File: src/shared/sleep_idle_power_manager_map.svh
// Register offsets, field positions, reset values and codes for the power manager.
// Assumes a 32-bit AHB-Lite slave port and one 10 MHz system clock.
`ifndef SLEEP_IDLE_POWER_MANAGER_MAP_SVH
`define SLEEP_IDLE_POWER_MANAGER_MAP_SVH

// Byte offsets of the registers
`define RESET_CONTROL_OFS    8'h00
`define OSC_CONTROL_OFS      8'h04
`define POWER_CONFIG_OFS     8'h08
`define TIMER_ONE_CONTROL_OFS 8'h0c
`define PERIPH_STOP_OFS      8'h10
`define POWER_STATUS_OFS     8'h14

// Field positions
`define REG_KEEP_BIT         8
`define NEW_OSC_LSB          8
`define NEW_OSC_MSB          10
`define CUR_OSC_LSB          0
`define CUR_OSC_MSB          2
`define CLK_LOCK_BIT         7
`define LP_REG_EN_BIT        0
`define WDT_EN_BIT           1
`define CLK_MON_EN_BIT       2
`define TIMER_ONE_STOP_BIT   13
`define STAT_STATE_LSB       0
`define STAT_STATE_MSB       2
`define STAT_OSC_LSB         4
`define STAT_OSC_MSB         6
`define STAT_WAKE_IRQ_BIT    8
`define STAT_WAKE_WDT_BIT    9
`define STAT_LAST_SLEEP_BIT  10

// Reset values
`define OSC_RESET            3'h0
`define WORD_ZERO            32'h0000_0000

// Power-save operand codes
`define SLEEP_OPERAND        8'h00
`define IDLE_OPERAND         8'h01

// Wake-up delay from Sleep or Idle, in system clock cycles
`define WAKE_MIN_CYCLES      2
`define WAKE_MAX_CYCLES      4
`define WAKE_DEF_CYCLES      3

// AHB transfer type bit that marks NONSEQ or SEQ
`define HTRANS_ACTIVE_BIT    1

`endif

File: src/shared/sleep_idle_power_manager_pkg.sv
// Types shared by the power manager modules.
// Assumes nothing beyond the map header for numeric constants.
package sleep_idle_power_manager_pkg;

   // Power state of the core clock controller
   typedef enum logic [2:0]
   {
      ST_RUN   = 3'b000,
      ST_ENTER = 3'b001,
      ST_SLEEP = 3'b010,
      ST_IDLE  = 3'b011,
      ST_WAKE  = 3'b100
   } power_state_e;

endpackage : sleep_idle_power_manager_pkg

File: src/rtl/wake_delay_timer.sv
// Counts the wake-up delay before the CPU clock is handed back.
// Assumes start_i is a one-cycle pulse and is not repeated while busy.
`timescale 1ns/1ps
module wake_delay_timer
#(
   parameter int CYCLES = 3
)
(
   input  wire logic sys_clk_i,
   input  wire logic rstn_i,
   input  wire logic start_i,
   output logic      done_o
);

   localparam int CW = $clog2(CYCLES + 1);

   logic          busy_reg;
   logic [CW-1:0] count_reg;
   logic          last_w;

   // Elaboration check: a zero-cycle delay has no final count
   if (CYCLES < 1)
   begin : g_bad_cycles
      $error("wake_delay_timer: CYCLES must be at least 1");
   end

   // Final cycle of the delay
   assign last_w = busy_reg && (count_reg == CW'(CYCLES - 1));
   assign done_o = last_w;

   // Counter runs only while busy; done ends the run
   always_ff @(posedge sys_clk_i)
   begin
      if (!rstn_i)
      begin
         busy_reg  <= 1'b0;
         count_reg <= '0;
      end
      else if (start_i)
      begin
         busy_reg  <= 1'b1;
         count_reg <= '0;
      end
      else if (last_w)
      begin
         busy_reg <= 1'b0;
      end
      else if (busy_reg)
      begin
         count_reg <= count_reg + CW'(1);
      end
   end

endmodule : wake_delay_timer

File: src/rtl/sleep_idle_power_manager.sv
// Sleep and Idle power-mode manager with its AHB-Lite register slave.
// Assumes the core pulses power_save_instr_i for one cycle per executed
// power-save instruction and presents already-enabled interrupts on irq_wake_i.
//
// Implementation choices: the placing of the registers and the AHB-Lite interface to the registers.
`timescale 1ns/1ps
`include "sleep_idle_power_manager_map.svh"
module sleep_idle_power_manager
#(
   parameter int         NUM_PERIPH  = 8,
   parameter int         WAKE_CYCLES = `WAKE_DEF_CYCLES,
   parameter logic [7:0] ONCHIP_OSC  = 8'hff  // Sources that are on-chip oscillators
)
(
   input  wire logic                  sys_clk_i,
   input  wire logic                  rstn_i,
   // AHB-Lite slave
   input  wire logic                  hsel_i,
   input  wire logic [31:0]           haddr_i,
   input  wire logic [1:0]            htrans_i,
   input  wire logic                  hwrite_i,
   input  wire logic [2:0]            hsize_i,
   input  wire logic [31:0]           hwdata_i,
   input  wire logic                  hready_i,
   output logic                       hreadyout_o,
   output logic                       hresp_o,
   output logic [31:0]                hrdata_o,
   // Core side
   input  wire logic                  power_save_instr_i,
   input  wire logic [7:0]            power_save_operand_i,
   input  wire logic                  irq_wake_i,
   input  wire logic                  wdt_timeout_i,
   output logic                       irq_hold_o,
   output logic                       core_halted_o,
   output logic                       cpu_clk_en_o,
   // Clock tree, regulators and peripherals
   input  wire logic [NUM_PERIPH-1:0] ext_clk_periph_i,
   output logic                       sys_clk_en_o,
   output logic                       osc_en_o,
   output logic [2:0]                 osc_select_o,
   output logic                       clock_fail_monitor_en_o,
   output logic                       low_power_rc_clock_en_o,
   output logic                       wdt_clear_o,
   output logic [NUM_PERIPH-1:0]      periph_clk_en_o,
   output logic                       regulator_standby_o,
   output logic                       low_power_regulator_o
);

   // Refuse settings the logic cannot serve; caught at elaboration, before any cycle runs
   if (NUM_PERIPH < 1 || NUM_PERIPH > 16)
   begin : g_bad_periph
      $error("NUM_PERIPH must be 1 to 16");
   end
   if (WAKE_CYCLES < `WAKE_MIN_CYCLES || WAKE_CYCLES > `WAKE_MAX_CYCLES)
   begin : g_bad_wake
      $error("WAKE_CYCLES must be 2 to 4");
   end

   sleep_idle_power_manager_pkg::power_state_e state_reg;
   sleep_idle_power_manager_pkg::power_state_e state_next;

   // Register state
   logic                  regulator_keep_active_reg;
   logic [2:0]            new_osc_select_reg;
   logic [2:0]            cur_osc_reg;
   logic                  clk_lock_reg;
   logic                  low_power_regulator_en_reg;
   logic                  wdt_en_reg;
   logic                  clock_fail_monitor_reg;
   logic                  timer_one_stop_reg;
   logic [NUM_PERIPH-1:0] stop_in_halt_reg;
   logic                  mode_sleep_reg;
   logic                  wake_irq_reg;
   logic                  wake_wdt_reg;

   // Bus pipeline
   logic                  wr_pend_reg;
   logic [7:0]            wr_addr_reg;
   logic [31:0]           hrdata_reg;

   // Decoded signals
   logic                  addr_phase_w;
   logic [7:0]            rd_addr_w;
   logic [31:0]           rd_data_w;
   logic                  wr_rst_ctrl_w;
   logic                  wr_osc_ctrl_w;
   logic                  wr_pwr_cfg_w;
   logic                  wr_tmr_one_w;
   logic                  wr_stop_w;
   logic                  is_sleep_w;
   logic                  is_idle_w;
   logic                  save_req_w;
   logic                  wake_w;
   logic                  wake_done_w;
   logic                  wake_start_w;
   logic                  osc_change_w;
   logic                  in_sleep_w;
   logic                  in_idle_w;
   logic [NUM_PERIPH-1:0] stop_bits_w;

   // Zero-wait slave: every transfer completes at once with OKAY
   assign hreadyout_o = 1'b1;
   assign hresp_o     = 1'b0;
   assign hrdata_o    = hrdata_reg;

   // Address phase accepted on a selected NONSEQ or SEQ with bus ready
   assign addr_phase_w = hsel_i && hready_i && htrans_i[`HTRANS_ACTIVE_BIT];
   assign rd_addr_w    = haddr_i[7:0];

   // Write strobes are taken in the data phase, when hwdata is valid
   assign wr_rst_ctrl_w = wr_pend_reg && (wr_addr_reg == `RESET_CONTROL_OFS);
   assign wr_osc_ctrl_w = wr_pend_reg && (wr_addr_reg == `OSC_CONTROL_OFS);
   assign wr_pwr_cfg_w  = wr_pend_reg && (wr_addr_reg == `POWER_CONFIG_OFS);
   assign wr_tmr_one_w  = wr_pend_reg && (wr_addr_reg == `TIMER_ONE_CONTROL_OFS);
   assign wr_stop_w     = wr_pend_reg && (wr_addr_reg == `PERIPH_STOP_OFS);

   // Read mux; unmapped addresses and reserved bits read as zero
   always_comb
   begin
      rd_data_w = `WORD_ZERO;
      unique case (rd_addr_w)
         `RESET_CONTROL_OFS:
         begin
            rd_data_w[`REG_KEEP_BIT] = regulator_keep_active_reg;
         end
         `OSC_CONTROL_OFS:
         begin
            rd_data_w[`NEW_OSC_MSB:`NEW_OSC_LSB] = new_osc_select_reg;
            rd_data_w[`CUR_OSC_MSB:`CUR_OSC_LSB] = cur_osc_reg;
            rd_data_w[`CLK_LOCK_BIT]             = clk_lock_reg;
         end
         `POWER_CONFIG_OFS:
         begin
            rd_data_w[`LP_REG_EN_BIT]  = low_power_regulator_en_reg;
            rd_data_w[`WDT_EN_BIT]     = wdt_en_reg;
            rd_data_w[`CLK_MON_EN_BIT] = clock_fail_monitor_reg;
         end
         `TIMER_ONE_CONTROL_OFS:
         begin
            rd_data_w[`TIMER_ONE_STOP_BIT] = timer_one_stop_reg;
         end
         `PERIPH_STOP_OFS:
         begin
            rd_data_w[NUM_PERIPH-1:0] = stop_bits_w;
         end
         `POWER_STATUS_OFS:
         begin
            rd_data_w[`STAT_STATE_MSB:`STAT_STATE_LSB] = state_reg;
            rd_data_w[`STAT_OSC_MSB:`STAT_OSC_LSB]     = cur_osc_reg;
            rd_data_w[`STAT_WAKE_IRQ_BIT]              = wake_irq_reg;
            rd_data_w[`STAT_WAKE_WDT_BIT]              = wake_wdt_reg;
            rd_data_w[`STAT_LAST_SLEEP_BIT]            = mode_sleep_reg;
         end
         default:
         begin
            rd_data_w = `WORD_ZERO;
         end
      endcase
   end

   // Bus pipeline: read data is registered in the address phase
   always_ff @(posedge sys_clk_i)
   begin
      if (!rstn_i)
      begin
         wr_pend_reg <= 1'b0;
         wr_addr_reg <= 8'h00;
         hrdata_reg  <= `WORD_ZERO;
      end
      else
      begin
         wr_pend_reg <= addr_phase_w && hwrite_i;
         wr_addr_reg <= rd_addr_w;
         hrdata_reg  <= (addr_phase_w && !hwrite_i) ? rd_data_w : `WORD_ZERO;
      end
   end

   // Control registers written by software
   always_ff @(posedge sys_clk_i)
   begin
      if (!rstn_i)
      begin
         regulator_keep_active_reg  <= 1'b0;
         low_power_regulator_en_reg <= 1'b0;
         wdt_en_reg                 <= 1'b0;
         clock_fail_monitor_reg     <= 1'b0;
         timer_one_stop_reg         <= 1'b0;
      end
      else
      begin
         if (wr_rst_ctrl_w)
         begin
            regulator_keep_active_reg <= hwdata_i[`REG_KEEP_BIT];
         end
         if (wr_pwr_cfg_w)
         begin
            low_power_regulator_en_reg <= hwdata_i[`LP_REG_EN_BIT];
            wdt_en_reg                 <= hwdata_i[`WDT_EN_BIT];
            clock_fail_monitor_reg     <= hwdata_i[`CLK_MON_EN_BIT];
         end
         if (wr_tmr_one_w)
         begin
            timer_one_stop_reg <= hwdata_i[`TIMER_ONE_STOP_BIT];
         end
      end
   end

   // peripheral stop bits; bit 0 is timer one and shares its control bit
   generate
      for (genvar p = 0; p < NUM_PERIPH; p++)
      begin : g_stop
         if (p == 0)
         begin : g_timer
            // Own flop unused: one process per bit avoids mixing driver kinds
            always_ff @(posedge sys_clk_i)
            begin
               stop_in_halt_reg[p] <= 1'b0;
            end
            assign stop_bits_w[p] = timer_one_stop_reg;
         end
         else
         begin : g_other
            always_ff @(posedge sys_clk_i)
            begin
               if (!rstn_i)
               begin
                  stop_in_halt_reg[p] <= 1'b0;
               end
               else if (wr_stop_w)
               begin
                  stop_in_halt_reg[p] <= hwdata_i[p];
               end
            end
            assign stop_bits_w[p] = stop_in_halt_reg[p];
         end
      end
   endgenerate

   // switch allowed only while unlocked and the core is running
   assign osc_change_w = wr_osc_ctrl_w && !clk_lock_reg
                         && (state_reg == sleep_idle_power_manager_pkg::ST_RUN);

   // Oscillator control; the lock is set-only so a runaway write cannot undo it
   always_ff @(posedge sys_clk_i)
   begin
      if (!rstn_i)
      begin
         new_osc_select_reg <= `OSC_RESET;
         cur_osc_reg        <= `OSC_RESET;
         clk_lock_reg       <= 1'b0;
      end
      else if (osc_change_w)
      begin
         new_osc_select_reg <= hwdata_i[`NEW_OSC_MSB:`NEW_OSC_LSB];
         cur_osc_reg        <= hwdata_i[`NEW_OSC_MSB:`NEW_OSC_LSB];
         clk_lock_reg       <= hwdata_i[`CLK_LOCK_BIT];
      end
   end

   // operand decode; other operands do nothing
   assign is_sleep_w = (power_save_operand_i == `SLEEP_OPERAND);
   assign is_idle_w  = (power_save_operand_i == `IDLE_OPERAND);
   assign save_req_w = power_save_instr_i && (is_sleep_w || is_idle_w);
   // wake sources; device reset acts through rstn_i
   assign wake_w     = irq_wake_i || wdt_timeout_i;

   // Power state sequence
   always_comb
   begin
      state_next = state_reg;
      unique case (state_reg)
         sleep_idle_power_manager_pkg::ST_RUN:
         begin
            if (save_req_w)
            begin
               state_next = sleep_idle_power_manager_pkg::ST_ENTER;
            end
         end
         // entry completes before any wake is looked at
         sleep_idle_power_manager_pkg::ST_ENTER:
         begin
            state_next = mode_sleep_reg ? sleep_idle_power_manager_pkg::ST_SLEEP
                                        : sleep_idle_power_manager_pkg::ST_IDLE;
         end
         sleep_idle_power_manager_pkg::ST_SLEEP,
         sleep_idle_power_manager_pkg::ST_IDLE:
         begin
            if (wake_w)
            begin
               state_next = sleep_idle_power_manager_pkg::ST_WAKE;
            end
         end
         // delayed return of the CPU clock
         sleep_idle_power_manager_pkg::ST_WAKE:
         begin
            if (wake_done_w)
            begin
               state_next = sleep_idle_power_manager_pkg::ST_RUN;
            end
         end
         default:
         begin
            state_next = sleep_idle_power_manager_pkg::ST_RUN;
         end
      endcase
   end

   assign wake_start_w = (state_next == sleep_idle_power_manager_pkg::ST_WAKE)
                         && (state_reg != sleep_idle_power_manager_pkg::ST_WAKE);

   // State, selected mode and wake cause
   always_ff @(posedge sys_clk_i)
   begin
      if (!rstn_i)
      begin
         state_reg      <= sleep_idle_power_manager_pkg::ST_RUN;
         mode_sleep_reg <= 1'b0;
         wake_irq_reg   <= 1'b0;
         wake_wdt_reg   <= 1'b0;
      end
      else
      begin
         state_reg <= state_next;
         if (state_reg == sleep_idle_power_manager_pkg::ST_RUN && save_req_w)
         begin
            mode_sleep_reg <= is_sleep_w;
         end
         if (wake_start_w)
         begin
            wake_irq_reg <= irq_wake_i;
            wake_wdt_reg <= wdt_timeout_i;
         end
      end
   end

   wake_delay_timer
   #(
      .CYCLES (WAKE_CYCLES)
   )
   u_wake_delay
   (
      .sys_clk_i (sys_clk_i),
      .rstn_i    (rstn_i),
      .start_i   (wake_start_w),
      .done_o    (wake_done_w)
   );

   assign in_sleep_w = (state_reg == sleep_idle_power_manager_pkg::ST_SLEEP);
   assign in_idle_w  = (state_reg == sleep_idle_power_manager_pkg::ST_IDLE);

   // interrupts held off while entry is in progress
   assign irq_hold_o    = (state_reg == sleep_idle_power_manager_pkg::ST_ENTER);
   // CPU halted in every state but run
   assign core_halted_o = (state_reg != sleep_idle_power_manager_pkg::ST_RUN);
   assign cpu_clk_en_o  = (state_reg == sleep_idle_power_manager_pkg::ST_RUN);

   // watchdog cleared in the entry cycle, except entry to Sleep with the watchdog disabled
   assign wdt_clear_o = (state_reg == sleep_idle_power_manager_pkg::ST_ENTER)
                        && (!mode_sleep_reg || wdt_en_reg);

   // system clock and on-chip oscillator stop only in Sleep
   assign sys_clk_en_o = !in_sleep_w;
   assign osc_en_o     = !(in_sleep_w && ONCHIP_OSC[cur_osc_reg]);
   // source is frozen outside run, so wake restarts on it
   assign osc_select_o = cur_osc_reg;

   // monitor off throughout Sleep, whether or not the source is stopped
   assign clock_fail_monitor_en_o = clock_fail_monitor_reg && !in_sleep_w;
   // low-power RC clock kept for its users
   assign low_power_rc_clock_en_o = wdt_en_reg || (!in_sleep_w && clock_fail_monitor_reg);

   assign regulator_standby_o   = in_sleep_w && !regulator_keep_active_reg;
   assign low_power_regulator_o = in_sleep_w && low_power_regulator_en_reg;

   assign periph_clk_en_o = in_sleep_w ? ext_clk_periph_i
                          : in_idle_w  ? ~stop_bits_w
                          : {NUM_PERIPH{1'b1}};

   // Size is ignored and only full word addresses are decoded; a narrower access acts on the word only at its word-aligned address
   logic unused_w;
   assign unused_w = ^{haddr_i[31:8], hsize_i, htrans_i[0]};

endmodule : sleep_idle_power_manager

File: config.mk
export PLATFORM = sky130hd
export DESIGN_NAME = sleep_idle_power_manager
export DESIGN_NICKNAME = d
export VERILOG_FILES = /design/src/shared/sleep_idle_power_manager_pkg.sv /design/src/rtl/wake_delay_timer.sv /design/src/rtl/sleep_idle_power_manager.sv
export VERILOG_INCLUDE_DIRS = /design/src /design/src/shared
export SDC_FILE = /design/constraint.sdc
export NUM_CORES = 1
export LEC_CHECK = 0
export ABC_AREA = 1
export BUFFER_PORTS_ARGS = -buffer_cell sky130_fd_sc_hd__buf_2
export CAP_MARGIN = 20
export CORE_ASPECT_RATIO = 0.9
export CORE_MARGIN = 4
export CORE_UTILIZATION = 43
export DETAILED_ROUTE_END_ITERATION = 8
export PLACE_DENSITY = 0.77
export REMOVE_ABC_BUFFERS = 1
export SLEW_MARGIN = 15
export SYNTH_ARGS = -nofsm -noshare
export SYNTH_HDL_FRONTEND = slang
export SYNTH_HIERARCHICAL = 1
export SYNTH_SLANG_ARGS = --single-unit
File: constraint.sdc
create_clock -name sys_clk_i -period 1.6 [get_ports sys_clk_i]
set_input_delay 0.16 -clock sys_clk_i [delete_from_list [all_inputs] [get_ports sys_clk_i]]
set_output_delay 0.16 -clock sys_clk_i [all_outputs]
set_load 0.05 [all_outputs]
==> impl_metrics.toml <==
[final_layout]
drive_gt1_frac = 0.268
finalNonFillerCells = 507
fin_area_um2 = 2980
num-nets-final = 533
multi_input_comb_area_um2 = 1140
register_area_um2 = 923
final.fill_count = 518
insertedDiodeCount = 0
largest_register_ff_count = 12
area_growth_syn_to_layout_pct = 24.2

[drt]
num_vias = 2446
vias_per_cell = 4.82
drt-pass1-iter-count = 4
ant_nets_after_route = 0
finalWirelength_um = 6560
post-route-drc-count = 0
drt_iter0_drc = 174
average_detailed_routed_wire_length_per_instance_um = 12.9

[synth]
synthesis.area_per_instance_um2 = 6.71
synth_sequential_area_ratio = 0.384
async_reset_ff_frac = 0
netlist_instances = 357
yosys_warnings = 6
synth.cell_area_um2 = 2400
post_synth_edffs = 0
ys_ff_latch = 46
flip_flop_cell_with_the_highest_count_after_synthesis = "sky130_fd_sc_hd__dfxtp_1"
synth.distinct_cells = 26

[outcome]
outcome = "finished, violations left"
failing_checks = "setup timing"

[global_route]
globalRoute.busiestLayer = "met2"
global_route_met2_utilization = 0.299
grt_max_degree = 26
grt_antenna_before_repair = 0
grt_use_met3 = 0.0373
first_global_vias = 2170
use_met1 = 0.234
grtUsageTotal = 0.184
grt.overflow.total = 0
wire_length_of_the_first_global_routing_pass_um = 9830

[worst_setup_path]
cp_startpoint = "state_reg[1]$_SDFF_PN0_"
crit_buf_inv = 4
crit_required_ns = 1.44
regToRegStartpoint = "state_reg[0]$_SDFF_PN0_"
worst-path-max-fanout = 6
crit_type = "reg2out"
largest_delay_contributor_family_on_the_critical_path = "buffers and inverters"
timing.reg2reg.setup_slack_ns = 0.21
critical_path.slowest_cell = "sky130_fd_sc_hd__dfxtp_2"
worst_ep_arrival_time_ns = 1.57
worst_path_largest_cell_delay_ns = 0.35
cp-end-kind = "output port"
worst_r2r_endpoint = "mode_sleep_reg$_SDFFE_PN0P_"
cell_by_cell_listing_of_the_critical_path = "inv_2 > nor2_4 > inv_2 > nor2_4 > clkinvlp_4 > nor2_2 > a31oi_1 > buf_4"
cp-start-kind = "register"
reg2reg_depth = 7

[worst_hold_path]
holdPathStages = 3
hold_path_startpoint = "haddr_i[0]"
hp-class = "in2reg"
min_delay_worst_endpoint = "wr_addr_reg[0]$_SDFF_PN0_"

[power]
irDropWorstVdd_v = 0.000373
cellPowerDensity_nw_per_um2 = 736
design_power_total_uw = 2190
leakage_uw = 0.00149

[cts]
clock_tree.buffer_depth = 2
cts_htree_levels = 2
cts_sinks = 46
tritoncts = "built"
worst_skew_pair.late_latency_ns = 0.30
clkSlewWorstSetupHoldPaths_ns = 0.08
cts_root_buf = "sky130_fd_sc_hd__clkbuf_8"
cts_inserted_buffers = 5

[die]
io_pins = 148
rows = 25
core_area_um2 = 5320
die_span_in_x_um = 86.7
initial_utilization = 0.451
floorplan.die_area_um2 = 6830
die_h_um = 78.8

[timing]
worst_clock_skew_ns = 0.00784
timing.final.crit_share = 1.08
final.setup.worst_slack_ns = -0.125
setup_total_negative_slack_ns = -1.22
slew_viol_final = 0
fmax_mhz = 580
finalSetupViolCount = 15
final_critical_period_ns = 1.73
finalHoldViolCount = 0
setup_repair_after_global_routing_missed_its_margin = "true"

[run]
max_cap_violations = 0

[placed_design]
post_place_cell_area_um2 = 2760
gp_routability_congestion = 0.855
io_buffer_count = 77
post-dp-hpwl_um = 4940
place.detailed.instances = 495
through the flow:
step / hold slack, ns / setup slack (ns) / util
2_1_floorplan: 0.253 / -0.834 / -
3_3_place_gp: 0.356 / 0.0629 / 0.519
3_5_place_dp: 0.365 / 0.0473 / 0.519
4_1_cts: 0.0513 / -0.0748 / 0.553
5_1_grt: 0.0737 / -0.211 / 0.560
6_report: 0.0594 / -0.125 / 0.560
worst max path at each step:
stage | to | slack (ns) | cells after the start
floorplan | periph_clk_en_o[0] | -0.83 | 6
global placement | periph_clk_en_o[7] | 0.06 | 8
detailed placement | periph_clk_en_o[7] | 0.05 | 8
CTS | sys_clk_en_o | -0.07 | 7
global route | periph_clk_en_o[0] | -0.21 | 8
finish | periph_clk_en_o[0] | -0.13 | 8
synth_stat cells (all sizes together) (2+ instances only):
library cell | number | area, um2
nor2 | 68 | 298
nand2 | 67 | 256
inv | 58 | 218
dfxtp | 46 | 921
nand3 | 37 | 190
buf | 28 | 205
a21oi | 18 | 90.1
a31oi | 9 | 56.3
o21ai | 7 | 35.0
nor3 | 5 | 41.3
nand4 | 4 | 25.0
clkbuf | 3 | 11.3
conb | 2 | 7.51
worst min-delay path, delay by kind of cell:
family / cells / cell delay [ns]
buffers and inverters: 2 / 0.13
and+or+nand+nor: 1 / 0.04
layout make-up:
type,count,share of cell area
Timing Repair inverter,1,0.00252
Inverter,58,0.0749
Sequential cell,46,0.310
Clock inverter,1,0.00168
Multi-Input combinational cell,242,0.384
Tap cell,67,0.0282
Timing Repair Buffer,85,0.169
Clock buffer,7,0.0290
what timing repair did:
item | in CTS | in global routing
buffers inserted | 2 | 1
pin swaps | 2 | 0
hold buffers | 0 | 0
gates cloned | 1 | 0
resized for setup | 26 | 16
hold endpoints to repair | 0 | 0
endpoints found under the setup margin | 15 | 18
cells in the final DEF (no fill, tap or decap), drive strengths merged:
master,instances
nand4,4
clkinvlp,1
clkinv,1
dfxtp,46
nand3,37
nor3b,1
a21oi,18
o21ai,7
nor3,5
nand3b,1
and2,1
conb,22
inv,58
clkbuf,8
a31oi,9
nor2,68
o21a,1
ha,1
buf,84
nand2,67
layer usage:
layer,vias up,part of all wire,wire [um]
met5,-,0,0
met4,0,0.027,174
met3,14,0.087,573
met2,108,0.48,3130
met1,1100,0.41,2680
li1,1224,-,-
cell families (layout without fill, tap and decap cells):
kind of cell               Yosys count  after routing  share of synthesized area
and+or+nand+nor                    184            184                      0.347
adders and majority gates            1              1                    0.00522
buffers and inverters               89            152                      0.181
DFF                                 46             46                      0.384
other                                2             22                    0.00313
AOI/OAI and AO/OA                   35             35                     0.0789
report_power, final:
part,switching [uW],internal [uW]
logic,229,71.7
clock network,379,349
registers,5.37,1160
total,613,1580
No activity file was read; power rests on OpenSTA's default activity.
